==> src/core/smds_params.svh <==
// Purpose: Constants for the speed mode data selector (offsets, fields, resets, timing)
// Assumes: Included by its bare name; definitions only
// Notes:   Register offsets are word indices on the plain register port
`ifndef SMDS_PARAMS_SVH
`define SMDS_PARAMS_SVH

// ----------------------------------------------------------------
// Register offsets
// ----------------------------------------------------------------
`define SMDS_ADDR_W 8
`define SMDS_REG_SPEED_BASE 8'h00
`define SMDS_REG_ACCEL_BASE 8'h08
`define SMDS_REG_DECEL_BASE 8'h10
`define SMDS_REG_TORQUE_BASE 8'h18
`define SMDS_REG_SYS_PEND 8'h20
`define SMDS_REG_SYS_ACTIVE 8'h21
`define SMDS_REG_APP_CTRL 8'h22
`define SMDS_REG_ZERO_BAND 8'h23
`define SMDS_REG_ATTAIN_BAND 8'h24
`define SMDS_REG_MOVE_MIN 8'h25
`define SMDS_REG_GAIN 8'h26
`define SMDS_REG_CLAMP 8'h27
`define SMDS_REG_OFFSET 8'h28
`define SMDS_REG_GEAR_A 8'h29
`define SMDS_REG_GEAR_B 8'h2A
`define SMDS_REG_STATUS 8'h2B
`define SMDS_REG_CMD_SPEED 8'h2C
`define SMDS_REG_AUTO_OFS 8'h2D

// ----------------------------------------------------------------
// Field positions
// ----------------------------------------------------------------
`define SMDS_SYS_ANALOG_EN 0
`define SMDS_SYS_SERVO_LOCK 1
`define SMDS_SYS_SENSE_CCW 2
`define SMDS_APP_SON_INV 0
`define SMDS_APP_BRAKE_INV 1
`define SMDS_APP_ALARM_EN 2
`define SMDS_APP_AUTO_OFS 3

// ----------------------------------------------------------------
// Reset values, and millivolts per volt for analog scaling
// ----------------------------------------------------------------
`define SMDS_SYS_PEND_RST 3'h1
`define SMDS_GAIN_RST 16'h0226
`define SMDS_GEAR_RST 16'h0001
`define SMDS_MV_PER_V 32'h000003E8

// ----------------------------------------------------------------
// Timing
// ----------------------------------------------------------------
`define SMDS_CLK_PERIOD_NS 100
`define SMDS_MS_NS 1000000
`define SMDS_CYC_PER_MS (`SMDS_MS_NS / `SMDS_CLK_PERIOD_NS)

`endif

==> src/core/smds_pkg.sv <==
// Purpose: Types for the speed mode data selector
// Assumes: smds_params.svh supplies reset constants
// Notes:   Whole block state is one packed struct
`include "smds_params.svh"

package smds_pkg;

  // ----------------------------------------------------------------
  // Types
  // ----------------------------------------------------------------
  typedef enum logic [1:0] {SMDS_STOP, SMDS_CW, SMDS_CCW} smds_run_e;

  typedef struct packed {
    logic [2:0] sel_s1;
    logic [2:0] sel_s2;
    logic [1:0] dir_s1;
    logic [1:0] dir_s2;
    logic [7:0][15:0] spd;
    logic [7:0][15:0] acc;
    logic [7:0][15:0] dec;
    logic [7:0][15:0] trq;
    logic [2:0] sys_pend;
    logic [2:0] sys_act;
    logic [3:0] app_ctrl;
    logic [15:0] zero_band;
    logic [15:0] attain_band;
    logic [15:0] move_min;
    logic [15:0] gain;
    logic [15:0] clamp;
    logic [15:0] offset;
    logic [15:0] gear_a;
    logic [15:0] gear_b;
    smds_run_e run;
    logic [15:0] move_ms;
    logic [13:0] ms_pre;
    logic [17:0] gear_acc;
    logic [15:0] cmd_speed;
    logic [15:0] cmd_acc;
    logic [15:0] cmd_dec;
    logic [15:0] cmd_trq;
    logic [2:0] sel_idx;
    logic excite;
    logic brake_rel;
    logic zero_out;
    logic attain_out;
    logic move_out;
    logic enc_out;
    logic [3:0] alarm_out;
    logic [15:0] rdata;
  } smds_state_s;

  // Cold reset image of the whole state
  function automatic smds_state_s smds_reset_state();
    smds_state_s r;
    r = '0;
    r.sys_pend = `SMDS_SYS_PEND_RST;
    r.sys_act = `SMDS_SYS_PEND_RST;
    r.gain = `SMDS_GAIN_RST;
    r.gear_a = `SMDS_GEAR_RST;
    r.gear_b = `SMDS_GEAR_RST;
    return r;
  endfunction

endpackage

==> src/core/smds_selector.sv <==
// Purpose: Speed control mode entry selection, ramp and torque pick, status outputs
// Assumes: All inputs synchronous to i_clock; analog values arrive already digitised
// Notes:   i_por is a full power-on reset; i_rst is a power cycle that keeps pending system settings
//
// The address-and-strobe port and the placing of the registers were decided locally.
`timescale 1ns/1ns
`default_nettype none

`include "smds_params.svh"

// Notes on behaviour
// - Motor runs continuously while exactly one direction input stays asserted.
// - Eight entries, 0 to 7, each with speed and ramp time.
// - Analog mode: entry 0 speed pot, entry 1 analog input, ramp pot.
// - Digital mode: all eight entries use stored speed and ramp values.
// - Pot-derived ramp time drives acceleration and deceleration alike.
// - Torque limit always comes from the same entry index as speed.
// - Select bits form binary index, bit 2 most significant, ON is one.
// - A setting inverts the servo-on input polarity.
// - A setting inverts the brake input polarity.
// - Zero-speed and speed-attained outputs each use their own band.
// - Motion output stays on at least the configured minimum time.
// - A setting enables alarm codes onto the outputs.
// - Analog speed: subtract offset voltage, then scale by speed per volt.
// - Scaled analog speed below clamp speed is forced to zero.
// - Encoder output pulses scaled by gear B over gear A.
// - Automatic analog offset capture can be enabled instead of a parameter.
// - System settings take effect only after the next power cycle.
// - Free mode: excitation and brake release follow motion.
// - Servo lock: excitation and brake release follow servo-on.
module smds_selector
  import smds_pkg::*;
#(
  parameter int P_CYC_PER_MS = `SMDS_CYC_PER_MS
) (
  input wire logic i_clock,
  input wire logic i_rst,
  input wire logic i_por,
  input wire logic [7:0] i_addr,
  input wire logic [15:0] i_wdata,
  input wire logic i_wr,
  input wire logic i_rd,
  output logic [15:0] o_rdata,
  input wire logic i_entry_select_bit0,
  input wire logic i_entry_select_bit1,
  input wire logic i_entry_select_bit2,
  input wire logic i_run_clockwise_input,
  input wire logic i_run_counterclockwise_input,
  input wire logic i_servo_on,
  input wire logic i_brake,
  input wire logic [15:0] i_internal_speed_pot,
  input wire logic [15:0] i_internal_ramp_pot,
  input wire logic [15:0] i_analog_mv,
  input wire logic [15:0] i_motor_speed,
  input wire logic [3:0] i_alarm_code,
  input wire logic i_encoder_pulse,
  output logic [15:0] o_speed_cmd,
  output logic [15:0] o_accel_time,
  output logic [15:0] o_decel_time,
  output logic [15:0] o_torque_limit,
  output logic [2:0] o_entry_index,
  output logic o_run_cw,
  output logic o_run_ccw,
  output logic o_excite,
  output logic o_brake_release,
  output logic o_zero_speed_output,
  output logic o_speed_attained_output,
  output logic o_motion_output,
  output logic [3:0] o_alarm_code,
  output logic o_encoder_pulse_out
);

  // ----------------------------------------------------------------
  // Helpers
  // ----------------------------------------------------------------
  // Magnitude of a difference, used for the speed-attained band
  function automatic logic [15:0] smds_absdiff(input logic [15:0] a, input logic [15:0] b);
    logic [15:0] r;
    r = (a >= b) ? (a - b) : (b - a);
    return r;
  endfunction

  // Magnitude of a signed speed
  function automatic logic [15:0] smds_mag(input logic [15:0] v);
    logic [15:0] r;
    r = v[15] ? (16'h0000 - v) : v;
    return r;
  endfunction

  smds_state_s s_q;
  smds_state_s s_d;

  localparam logic [13:0] MS_LAST = 14'(P_CYC_PER_MS - 1);

  // ----------------------------------------------------------------
  // Next-state logic
  // ----------------------------------------------------------------
  always_comb begin
    logic [2:0] sel;
    logic analog_en;
    logic [16:0] ana_diff;
    logic [31:0] ana_prod;
    logic [31:0] ana_quot;
    logic [15:0] ana_spd;
    logic cw;
    logic run_counterclockwise_input;
    logic brake_ok;
    logic son;
    logic moving;
    logic [15:0] fb_mag;
    logic [18:0] gsum;
    logic [7:0] a;
    sel = '0;
    analog_en = 1'b0;
    ana_diff = '0;
    ana_prod = '0;
    ana_quot = '0;
    ana_spd = '0;
    cw = 1'b0;
    run_counterclockwise_input = 1'b0;
    brake_ok = 1'b0;
    son = 1'b0;
    moving = 1'b0;
    fb_mag = '0;
    gsum = '0;
    a = i_addr;

    s_d = s_q;

    // Two flops per select and direction input; only the second stage is decoded
    s_d.sel_s1 = {i_entry_select_bit2, i_entry_select_bit1, i_entry_select_bit0};
    s_d.sel_s2 = s_q.sel_s1;
    s_d.dir_s1 = {i_run_counterclockwise_input, i_run_clockwise_input};
    s_d.dir_s2 = s_q.dir_s1;

    sel = s_q.sel_s2;
    analog_en = s_q.sys_act[`SMDS_SYS_ANALOG_EN];

    // Analog speed: offset removed before scaling, negative result gives zero
    ana_diff = 17'($signed({i_analog_mv[15], i_analog_mv}) - $signed({s_q.offset[15], s_q.offset}));
    if (!ana_diff[16]) begin
      ana_prod = 32'(ana_diff[15:0]) * 32'(s_q.gain);
      ana_quot = ana_prod / `SMDS_MV_PER_V;
      ana_spd = (ana_quot[31:16] != 16'h0000) ? 16'hFFFF : ana_quot[15:0];
    end
    // Clamp small commands to zero so a noisy zero volts cannot creep
    if (ana_spd < s_q.clamp) begin
      ana_spd = 16'h0000;
    end

    // Entry pick; torque limit shares the index with speed
    s_d.sel_idx = sel;
    s_d.cmd_speed = s_q.spd[sel];
    s_d.cmd_acc = s_q.acc[sel];
    s_d.cmd_dec = s_q.dec[sel];
    s_d.cmd_trq = s_q.trq[sel];
    if (analog_en && sel == 3'h0) begin
      s_d.cmd_speed = i_internal_speed_pot;
      s_d.cmd_acc = i_internal_ramp_pot;
      s_d.cmd_dec = i_internal_ramp_pot;
    end else if (analog_en && sel == 3'h1) begin
      s_d.cmd_speed = ana_spd;
      s_d.cmd_acc = i_internal_ramp_pot;
      s_d.cmd_dec = i_internal_ramp_pot;
    end

    // Direction with rotation sense; both inputs at once means stop
    cw = s_q.dir_s2[0];
    run_counterclockwise_input = s_q.dir_s2[1];
    if (s_q.sys_act[`SMDS_SYS_SENSE_CCW]) begin
      cw = s_q.dir_s2[1];
      run_counterclockwise_input = s_q.dir_s2[0];
    end
    brake_ok = i_brake ^ s_q.app_ctrl[`SMDS_APP_BRAKE_INV];
    son = i_servo_on ^ s_q.app_ctrl[`SMDS_APP_SON_INV];
    if (brake_ok && cw && !run_counterclockwise_input) begin
      s_d.run = SMDS_CW;
    end else if (brake_ok && run_counterclockwise_input && !cw) begin
      s_d.run = SMDS_CCW;
    end else begin
      s_d.run = SMDS_STOP;
    end

    // Excitation and brake release move together in both modes
    moving = (s_q.run != SMDS_STOP);
    if (s_q.sys_act[`SMDS_SYS_SERVO_LOCK]) begin
      s_d.excite = son;
    end else begin
      s_d.excite = moving;
    end
    s_d.brake_rel = s_d.excite;

    // Speed bands against feedback magnitude
    fb_mag = smds_mag(i_motor_speed);
    s_d.zero_out = (fb_mag <= s_q.zero_band);
    s_d.attain_out = moving && (smds_absdiff(fb_mag, s_q.cmd_speed) <= s_q.attain_band);

    // Millisecond tick; minimum on-time resolution is one tick
    s_d.ms_pre = (s_q.ms_pre == MS_LAST) ? 14'h0000 : (s_q.ms_pre + 14'h0001);
    if (moving && !s_q.move_out) begin
      s_d.move_ms = s_q.move_min;
    end else if (s_q.ms_pre == MS_LAST && s_q.move_ms != 16'h0000) begin
      s_d.move_ms = s_q.move_ms - 16'h0001;
    end
    s_d.move_out = moving || (s_d.move_ms != 16'h0000);

    // Alarm code gate
    s_d.alarm_out = s_q.app_ctrl[`SMDS_APP_ALARM_EN] ? i_alarm_code : 4'h0;

    // Gear accumulator; at most one output pulse per clock, so B above A needs sparse input
    gsum = 19'(s_q.gear_acc) + (i_encoder_pulse ? 19'(s_q.gear_b) : 19'h00000);
    s_d.enc_out = 1'b0;
    if (s_q.gear_a != 16'h0000 && gsum >= 19'(s_q.gear_a)) begin
      gsum = gsum - 19'(s_q.gear_a);
      s_d.enc_out = 1'b1;
    end
    s_d.gear_acc = gsum[18] ? 18'h3FFFF : gsum[17:0];

    // Register writes
    if (i_wr) begin
      if (a < `SMDS_REG_ACCEL_BASE) begin
        s_d.spd[a[2:0]] = i_wdata;
      end else if (a < `SMDS_REG_DECEL_BASE) begin
        s_d.acc[a[2:0]] = i_wdata;
      end else if (a < `SMDS_REG_TORQUE_BASE) begin
        s_d.dec[a[2:0]] = i_wdata;
      end else if (a < `SMDS_REG_SYS_PEND) begin
        s_d.trq[a[2:0]] = i_wdata;
      end else begin
        case (a)
          `SMDS_REG_SYS_PEND: begin
            s_d.sys_pend = i_wdata[2:0];
          end
          `SMDS_REG_APP_CTRL: begin
            s_d.app_ctrl = i_wdata[3:0];
          end
          `SMDS_REG_ZERO_BAND: begin
            s_d.zero_band = i_wdata;
          end
          `SMDS_REG_ATTAIN_BAND: begin
            s_d.attain_band = i_wdata;
          end
          `SMDS_REG_MOVE_MIN: begin
            s_d.move_min = i_wdata;
          end
          `SMDS_REG_GAIN: begin
            s_d.gain = i_wdata;
          end
          `SMDS_REG_CLAMP: begin
            s_d.clamp = i_wdata;
          end
          `SMDS_REG_OFFSET: begin
            // Manual offset only while automatic capture is off
            if (!s_q.app_ctrl[`SMDS_APP_AUTO_OFS]) begin
              s_d.offset = i_wdata;
            end
          end
          `SMDS_REG_GEAR_A: begin
            s_d.gear_a = i_wdata;
          end
          `SMDS_REG_GEAR_B: begin
            s_d.gear_b = i_wdata;
          end
          `SMDS_REG_AUTO_OFS: begin
            // Capture present input as offset; user applies zero volts first
            if (s_q.app_ctrl[`SMDS_APP_AUTO_OFS]) begin
              s_d.offset = i_analog_mv;
            end
          end
          default: begin
          end
        endcase
      end
    end

    // Register reads; data valid in the following cycle only
    s_d.rdata = 16'h0000;
    if (i_rd) begin
      if (a < `SMDS_REG_ACCEL_BASE) begin
        s_d.rdata = s_q.spd[a[2:0]];
      end else if (a < `SMDS_REG_DECEL_BASE) begin
        s_d.rdata = s_q.acc[a[2:0]];
      end else if (a < `SMDS_REG_TORQUE_BASE) begin
        s_d.rdata = s_q.dec[a[2:0]];
      end else if (a < `SMDS_REG_SYS_PEND) begin
        s_d.rdata = s_q.trq[a[2:0]];
      end else begin
        case (a)
          `SMDS_REG_SYS_PEND: s_d.rdata = {13'h0000, s_q.sys_pend};
          `SMDS_REG_SYS_ACTIVE: s_d.rdata = {13'h0000, s_q.sys_act};
          `SMDS_REG_APP_CTRL: s_d.rdata = {12'h000, s_q.app_ctrl};
          `SMDS_REG_ZERO_BAND: s_d.rdata = s_q.zero_band;
          `SMDS_REG_ATTAIN_BAND: s_d.rdata = s_q.attain_band;
          `SMDS_REG_MOVE_MIN: s_d.rdata = s_q.move_min;
          `SMDS_REG_GAIN: s_d.rdata = s_q.gain;
          `SMDS_REG_CLAMP: s_d.rdata = s_q.clamp;
          `SMDS_REG_OFFSET: s_d.rdata = s_q.offset;
          `SMDS_REG_GEAR_A: s_d.rdata = s_q.gear_a;
          `SMDS_REG_GEAR_B: s_d.rdata = s_q.gear_b;
          `SMDS_REG_STATUS: begin
            s_d.rdata = {5'h00, s_q.sel_idx, s_q.run, s_q.excite, s_q.brake_rel,
                         s_q.zero_out, s_q.attain_out, s_q.move_out, s_q.enc_out};
          end
          `SMDS_REG_CMD_SPEED: s_d.rdata = s_q.cmd_speed;
          default: s_d.rdata = 16'h0000;
        endcase
      end
    end

    // Power cycle: everything restarts, pending system settings become active
    if (i_rst) begin
      s_d = smds_reset_state();
      s_d.sys_pend = s_q.sys_pend;
      s_d.sys_act = s_q.sys_pend;
    end
  end

  // ----------------------------------------------------------------
  // State register
  // ----------------------------------------------------------------
  always_ff @(posedge i_clock) begin
    if (i_por) begin
      s_q <= smds_reset_state();
    end else begin
      s_q <= s_d;
    end
  end

  // ----------------------------------------------------------------
  // Outputs, all straight from the state register
  // ----------------------------------------------------------------
  assign o_rdata = s_q.rdata;
  assign o_speed_cmd = s_q.cmd_speed;
  assign o_accel_time = s_q.cmd_acc;
  assign o_decel_time = s_q.cmd_dec;
  assign o_torque_limit = s_q.cmd_trq;
  assign o_entry_index = s_q.sel_idx;
  assign o_run_cw = (s_q.run == SMDS_CW);
  assign o_run_ccw = (s_q.run == SMDS_CCW);
  assign o_excite = s_q.excite;
  assign o_brake_release = s_q.brake_rel;
  assign o_zero_speed_output = s_q.zero_out;
  assign o_speed_attained_output = s_q.attain_out;
  assign o_motion_output = s_q.move_out;
  assign o_alarm_code = s_q.alarm_out;
  assign o_encoder_pulse_out = s_q.enc_out;

endmodule

`default_nettype wire

==> config.mk <==
export PLATFORM = sky130hd
export DESIGN_NAME = smds_selector
export DESIGN_NICKNAME = d
export VERILOG_FILES = /design/src/core/smds_pkg.sv /design/src/core/smds_selector.sv
export VERILOG_INCLUDE_DIRS = /design/src /design/src/core
export SDC_FILE = /design/constraint.sdc
export NUM_CORES = 2
export LEC_CHECK = 0
export ABC_AREA = 0
export BUFFER_PORTS_ARGS = -buffer_cell sky130_fd_sc_hd__buf_2
export CAP_MARGIN = 40
export CORE_MARGIN = 2
export CORE_UTILIZATION = 60
export DETAILED_ROUTE_END_ITERATION = 8
export PLACE_DENSITY = 0.73
export SETUP_SLACK_MARGIN = 0.02
export SLEW_MARGIN = 0
export SYNTH_ARGS = -nofsm -noshare
export SYNTH_HDL_FRONTEND = slang
export SYNTH_SLANG_ARGS = --single-unit
export TNS_END_PERCENT = 50
==> constraint.sdc <==
create_clock -name i_clock -period 32.5 [get_ports i_clock]
set_clock_uncertainty 0.2 [all_clocks]
set_input_delay 0 -clock i_clock [delete_from_list [all_inputs] [get_ports i_clock]]
set_output_delay 0 -clock i_clock [all_outputs]
set_load 0.01 [all_outputs]
# After elaboration in Yosys (flattened, before gate mapping)
# Cells that the tools add are included.
[word_totals]
ff_bits = 802
out_inout_bits = 95
inputBits = 105
[classes]
magnitude_cmp = 12
multipliers = 1
muxes = 48
n_eq_ne = 20
n_reduce_logical = 41
bitwise = 9
addsub = 8
div_mod_pow = 1
[op_table]
columns = ["operator", "n"]
rows = [
  ["bitwise mux 128 bit", 4],
  ["binary-select mux 16 bit (select 3 bit)", 8],
  ["two-way mux 16 bit", 23],
  ["case mux 16 bit (13 select lines)", 1],
  ["== test 8 x 6 -> 1 bit, second input constant", 14],
  ["two-way mux 48 bit", 2],
  ["nonzero test 16 bit", 4],
  ["demux 16 bit (select 3 bit)", 1],
  ["AND reduction 6 bit", 8],
  ["divider 32 x 10 -> 32 bit, second input constant", 1],
  ["<= comparator 16 bit", 2],
  ["multiplier 16 x 16 -> 32 bit", 1],
  ["case mux 16 bit (2 select lines)", 1],
  ["subtractor 16 bit", 2],
  ["adder 18 x 16 -> 19 bit", 1],
  ["greater-or-equal comparator 19 x 16 -> 1 bit", 1],
  ["two-way mux 19 bit", 1],
  ["subtractor 19 x 16 -> 19 bit", 1],
  ["two-way mux 18 bit", 1],
  ["subtractor 16 x 16 -> 17 bit", 1],
  ["greater-or-equal comparator 16 bit", 1],
  ["less-than comparator 16 bit", 1],
  ["less-than comparator 8 x 5 -> 1 bit, second input constant", 2],
  ["subtractor 1 x 16 -> 16 bit, first input constant", 1],
  ["28 further kinds", 57],
]

# Depth between registers and ports, before layout
[logic_depth]
word_depth = 10
mapped_depth = 107

# Worst setup path before layout
# Ideal clock, no wire load.
[synth_path]
kind = "flip-flop to flip-flop"
startpoint = "register s_q[176] (netlist name)"
endpoint = "register s_q (netlist bit o_speed_cmd[10])"
path_slack_ns = 9.410
setup_time_ns = 0.120
n_path_buf = 8
stages_incl_launch_ff = 100
t_arrival_ns = 22.770
cell_sequence = "dfxtp_1 -> inv_1 -> ha_1 -> nor2b_1 -> o21ai_0 -> nand2b_1 -> a21o_1 -> a21o_1 -> a21o_1 -> a21o_1 -> a21o_1 -> a21o_1 -> a21o_1 -> a21o_1 -> a21o_1 -> a21o_1 -> a21o_1 -> a21oi_1 -> [... 64 more ...] -> nor4_1 -> o211ai_1 -> a21oi_1 -> mux2i_1 -> or3_1 -> o31a_1 -> maj3_2 -> mux2_2 -> a31oi_1 -> a21oi_1 -> ha_1 -> nor3_1 -> nand2_1 -> nand3_1 -> a21boi_0 -> clkbuf_1 -> and3_1 -> o31a_1"
[synth_between]
elab_chain_len = 10
[synth_rtl]
columns = ["item", "line_no", "text"]
rows = [
  ["start, declared", "smds_selector.sv:90", "smds_state_s s_q;"],
  ["start signal, assigned", "smds_selector.sv:323", "s_q <= smds_reset_state();"],
  ["subtractor 16 x 16 -> 17 bit (*)", "smds_selector.sv:140", "ana_diff = 17'($signed({i_analog_mv[15], i_analog_mv}) - $signed({s_q.offset[15], s_q.offset}));"],
  ["multiplier 16 x 16 -> 32 bit", "smds_selector.sv:142", "ana_prod = 32'(ana_diff[15:0]) * 32'(s_q.gain);"],
  ["divider 32 x 10 -> 32 bit (no source line)", "-", ""],
  ["nonzero test 16 bit", "smds_selector.sv:144", "ana_spd = (ana_quot[31:16] != 16'h0000) ? 16'hFFFF : ana_quot[15:0];"],
  ["two-way mux 16 bit", "smds_selector.sv:144", ""],
  ["two-way mux 16 bit (*)", "smds_selector.sv:141", "if (!ana_diff[16]) begin"],
  ["less-than comparator 16 bit", "smds_selector.sv:147", "if (ana_spd < s_q.clamp) begin"],
  ["two-way mux 16 bit (*)", "smds_selector.sv:147", ""],
  ["two-way mux 48 bit (*)", "smds_selector.sv:161", "end else if (analog_en && sel == 3'h1) begin"],
  ["two-way mux 48 bit (*)", "smds_selector.sv:157", "if (analog_en && sel == 3'h0) begin"],
]
# Every way passes the cells marked *; elsewhere a longest branch is shown, timed or not.
# A chain may end at the register's enable or synchronous reset.

# Final worst setup path
[layout_path]
startpoint = "register s_q[177] (netlist name)"
endpoint = "register s_q (netlist bit o_speed_cmd[13])"
# The elaborated chain is that of the path after synthesis.

==> flow_results.xml <==
<?xml version="1.0" encoding="UTF-8"?>
<metrics>
  <group name="run_status">
    <metric name="outcome" unit="">complete, no violations</metric>
  </group>
  <group name="sta">
    <metric name="clock.fmax" unit="GHz">0.0374</metric>
    <metric name="finalSetupViolCount" unit="">0</metric>
    <metric name="final_hold_viol_count" unit="">0</metric>
    <metric name="max_slew_margin" unit="%">3.53</metric>
    <metric name="setup_slack_after_layout" unit="ps">5770</metric>
    <metric name="min_clock_period_post_route" unit="ps">26730</metric>
    <metric name="grt_setup_unrepaired" unit="">no</metric>
    <metric name="timing.setup.tns" unit="ps">0</metric>
    <metric name="timing.final.crit_share" unit="%">82.2</metric>
    <metric name="worst_slew_pin_slew" unit="ps">1450</metric>
    <metric name="timing_max_transition_violations_final" unit="">0</metric>
  </group>
  <group name="yosys">
    <metric name="number_of_flops_mapped_to_enable_cells_by_yosys" unit="">0</metric>
    <metric name="yosys_register_bits" unit="">802</metric>
    <metric name="mappedNetlistArea" unit="um2">57900</metric>
    <metric name="ys_warn_count" unit="">0</metric>
    <metric name="synth_seq_area_share" unit="%">27.7</metric>
    <metric name="postSynth.asyncResetShare" unit="%">0</metric>
    <metric name="syn_area_per_cell" unit="um2">8.22</metric>
    <metric name="synth_ff_type" unit="">dfxtp_1</metric>
    <metric name="syn-instance-count" unit="">7046</metric>
    <metric name="number_of_nets_in_the_synthesized_netlist" unit="">7584</metric>
    <metric name="post_synthesis_cell_type_count" unit="">126</metric>
  </group>
  <group name="placed_design">
    <metric name="detailed_place.area" unit="um2">60000</metric>
    <metric name="io_buffer_count" unit="">199</metric>
    <metric name="dp.final_hpwl" unit="um">146000</metric>
    <metric name="place_ws" unit="ps">6350</metric>
    <metric name="finalWeightedCongestion" unit="">1.01</metric>
  </group>
  <group name="detailed_routing">
    <metric name="wl_met3" unit="um">24800</metric>
    <metric name="dr_total_vias" unit="">54600</metric>
    <metric name="remaining_drc_errors" unit="">0</metric>
    <metric name="drt-met1-wl" unit="um">77900</metric>
    <metric name="drt-vias-per-instance" unit="">6.48</metric>
    <metric name="detailedRoute.firstPassIterationCount" unit="">7</metric>
    <metric name="wl_final" unit="um">207000</metric>
    <metric name="drt-initial-drc-count" unit="">7621</metric>
    <metric name="routed_antenna_nets" unit="">0</metric>
    <metric name="wl_per_instance" unit="um">24.6</metric>
    <metric name="metal2_wl" unit="um">88900</metric>
    <metric name="maxUsedRoutingLayer" unit="">met5</metric>
  </group>
  <group name="cts">
    <metric name="clkLatencyLatePin" unit="ps">710</metric>
    <metric name="maximum_clock_insertion_buffer_count" unit="">3</metric>
    <metric name="post_cts_resize_count" unit="">0</metric>
    <metric name="cts-htree-levels" unit="">3</metric>
    <metric name="clkSlewWorstSetupHoldPaths" unit="ps">60</metric>
    <metric name="tritoncts" unit="">yes</metric>
    <metric name="cts_num_sinks" unit="">802</metric>
    <metric name="cts_buffers" unit="">88</metric>
    <metric name="ctsRootBufferMaster" unit="">clkbuf_16</metric>
  </group>
  <group name="floorplan">
    <metric name="initial_utilization" unit="%">60.8</metric>
    <metric name="placementRows" unit="">113</metric>
    <metric name="core_area" unit="um2">95300</metric>
    <metric name="io_pins" unit="">200</metric>
    <metric name="die_height" unit="um">315</metric>
    <metric name="fp.dieArea" unit="um2">99100</metric>
    <metric name="die-width" unit="um">315</metric>
  </group>
  <group name="grt">
    <metric name="grt_usage" unit="%">41.1</metric>
    <metric name="grt_first_pass_wirelength" unit="um">312000</metric>
    <metric name="grt_pass1_vias" unit="">51700</metric>
    <metric name="number_of_antenna_violations_at_the_first_check_in_global_routing" unit="">11</metric>
    <metric name="largest_net_degree_at_the_start_of_global_routing" unit="">223</metric>
    <metric name="grt_overflow" unit="">0</metric>
  </group>
  <group name="worst_setup_path">
    <metric name="required_time_of_the_critical_path" unit="ps">32840</metric>
    <metric name="end_kind" unit="">flop</metric>
    <metric name="critical_path.most_common_cell" unit="">a21o_1</metric>
    <metric name="cp_slowest_stage_delay" unit="ps">790</metric>
    <metric name="path_class" unit="">reg2reg</metric>
    <metric name="critPathMaxFanout" unit="">14</metric>
    <metric name="path_delay_family" unit="">compound AO/OA/AOI/OAI gates</metric>
    <metric name="timing.critical_path.arrival" unit="ps">27070</metric>
    <metric name="worst-path-buf-inv" unit="">8</metric>
    <metric name="cpMaxStageDelayCell" unit="">xnor2_1</metric>
    <metric name="critical_path.startpoint_type" unit="">flop</metric>
  </group>
  <group name="worst_hold_path">
    <metric name="min_path_type" unit="">in2reg</metric>
  </group>
  <group name="cells_and_area">
    <metric name="multi_input_area" unit="um2">38100</metric>
    <metric name="design.final.nets" unit="">7616</metric>
    <metric name="area.growth.synth_to_final" unit="%">11.0</metric>
    <metric name="final_design_area_no_fill" unit="um2">64300</metric>
    <metric name="sequential_cell_area" unit="um2">16100</metric>
    <metric name="fillCellCount" unit="">7717</metric>
    <metric name="final_layout_size_suffix_gt1_share" unit="%">13.0</metric>
    <metric name="final_common_cell" unit="">nand2_1</metric>
    <metric name="commonest_cells_after_routing_fill_and_taps_aside" unit="">nand2_1, a21oi_1, dfxtp_1, inv_1, nor2_1</metric>
  </group>
  <group name="flow_run">
    <metric name="timing.max_cap.violations" unit="">0</metric>
  </group>
</metrics>
-- final cells by class --
class                   count  share of cell area [%]
diodes                      9                  0.0350
clock buffers             135                    3.97
clock inverters            25                   0.549
inverters                 390                    2.28
multi-input cells        5299                    59.3
flip-flops and latches    802                    25.0
well taps                1265                    2.46
repair buffers            497                    6.45
-- metal layers --
metal | global-route usage, % | vias to the layer above
li1 | - | 24400
met1 | 52.0 | 26200
met2 | 61.1 | 3299
met3 | 11.7 | 736
met4 | 27.2 | 6
met5 | 0 | -
-- synthesized netlist by cell type, drive strengths merged (23+ instances only) --
master | instances | share of area, %
o21bai | 28 | 0.36
xor2 | 64 | 0.99
a21o | 68 | 0.88
a22oi | 58 | 0.75
nand4 | 48 | 0.52
and2 | 158 | 1.7
nor3 | 67 | 0.65
o31a | 32 | 0.48
inv | 389 | 2.5
nand3 | 95 | 0.83
a31oi | 31 | 0.36
fa | 199 | 6.9
o21a | 24 | 0.31
and3 | 39 | 0.42
nand2b | 55 | 0.59
dfxtp | 802 | 28
nor2b | 69 | 0.74
o21ai | 151 | 1.3
or2 | 23 | 0.25
xnor2 | 122 | 1.9
nor2 | 307 | 2.0
mux2i | 166 | 2.9
a221oi | 40 | 0.65
o22ai | 23 | 0.26
ha | 234 | 5.1
clkbuf | 390 | 2.5
buf | 165 | 1.8
a21oi | 891 | 7.8
mux2 | 45 | 0.88
o211ai | 29 | 0.39
nor4 | 25 | 0.29
nand2 | 1638 | 11
a211oi | 72 | 0.99
mux4 | 243 | 9.4
-- state kept, by name, indices dropped and copies added (netlist names) --
signal / cells
o_zero_speed_output: 1
o_torque_limit: 16
o_decel_time: 16
o_brake_release: 1
o_rdata: 16
o_speed_attained_output: 1
o_speed_cmd: 16
o_motion_output: 1
o_entry_index: 3
o_accel_time: 16
s_q: 710
o_encoder_pulse_out: 1
o_alarm_code: 4
-- what timing repair did --
action                                 CTS  global route
endpoints found under the hold margin  728             0
buffers inserted                         0             0
hold buffers                           133             0
-- worst min-delay path, cell delays in order --
cell           delay, ps
dlygate4sd3_1        530
buf_2                110
xor2_1                60
nand2_1               80
a21oi_1               50
-- worst paths after layout --
kind	from	endpoint	slack, ps	cells past startpoint
setup reg to reg	s_q[177]	o_speed_cmd[13]	5770	93
setup / recovery	s_q[177]	o_speed_cmd[13]	5770	93
hold / removal	i_brake	s_q[142]	20	5
hold reg to reg	s_q[796]	s_q[794]	240	1
-- through the flow --
| stage | std cells | hold slack (ps) | utilization (%) |
|---|---|---|---|
| after floorplan | 7046 | -78.3 | - |
| after global placement | 8036 | 10.9 | 61.8 |
| after detailed placement | 8109 | 16.2 | 62.9 |
| after CTS | 8402 | 4.87 | 67.4 |
| after global routing | 8417 | 35.6 | 67.5 |
| final | 8422 | 20.9 | 67.5 |
-- cell families after synthesis --
kind of cell    Yosys count  share of synthesized area (%)
simple gates           2583                           19.4
fa+ha+maj               441                           12.1
buf+inv                 945                           6.82
compound gates         1635                           17.9
flops                   802                           27.7
xor+xnor                186                           2.88
mux                     454                           13.2
Power is left out: the tool's default activity adds up to more than one toggle a clock period on the data nets, which glitch-free logic cannot reach.
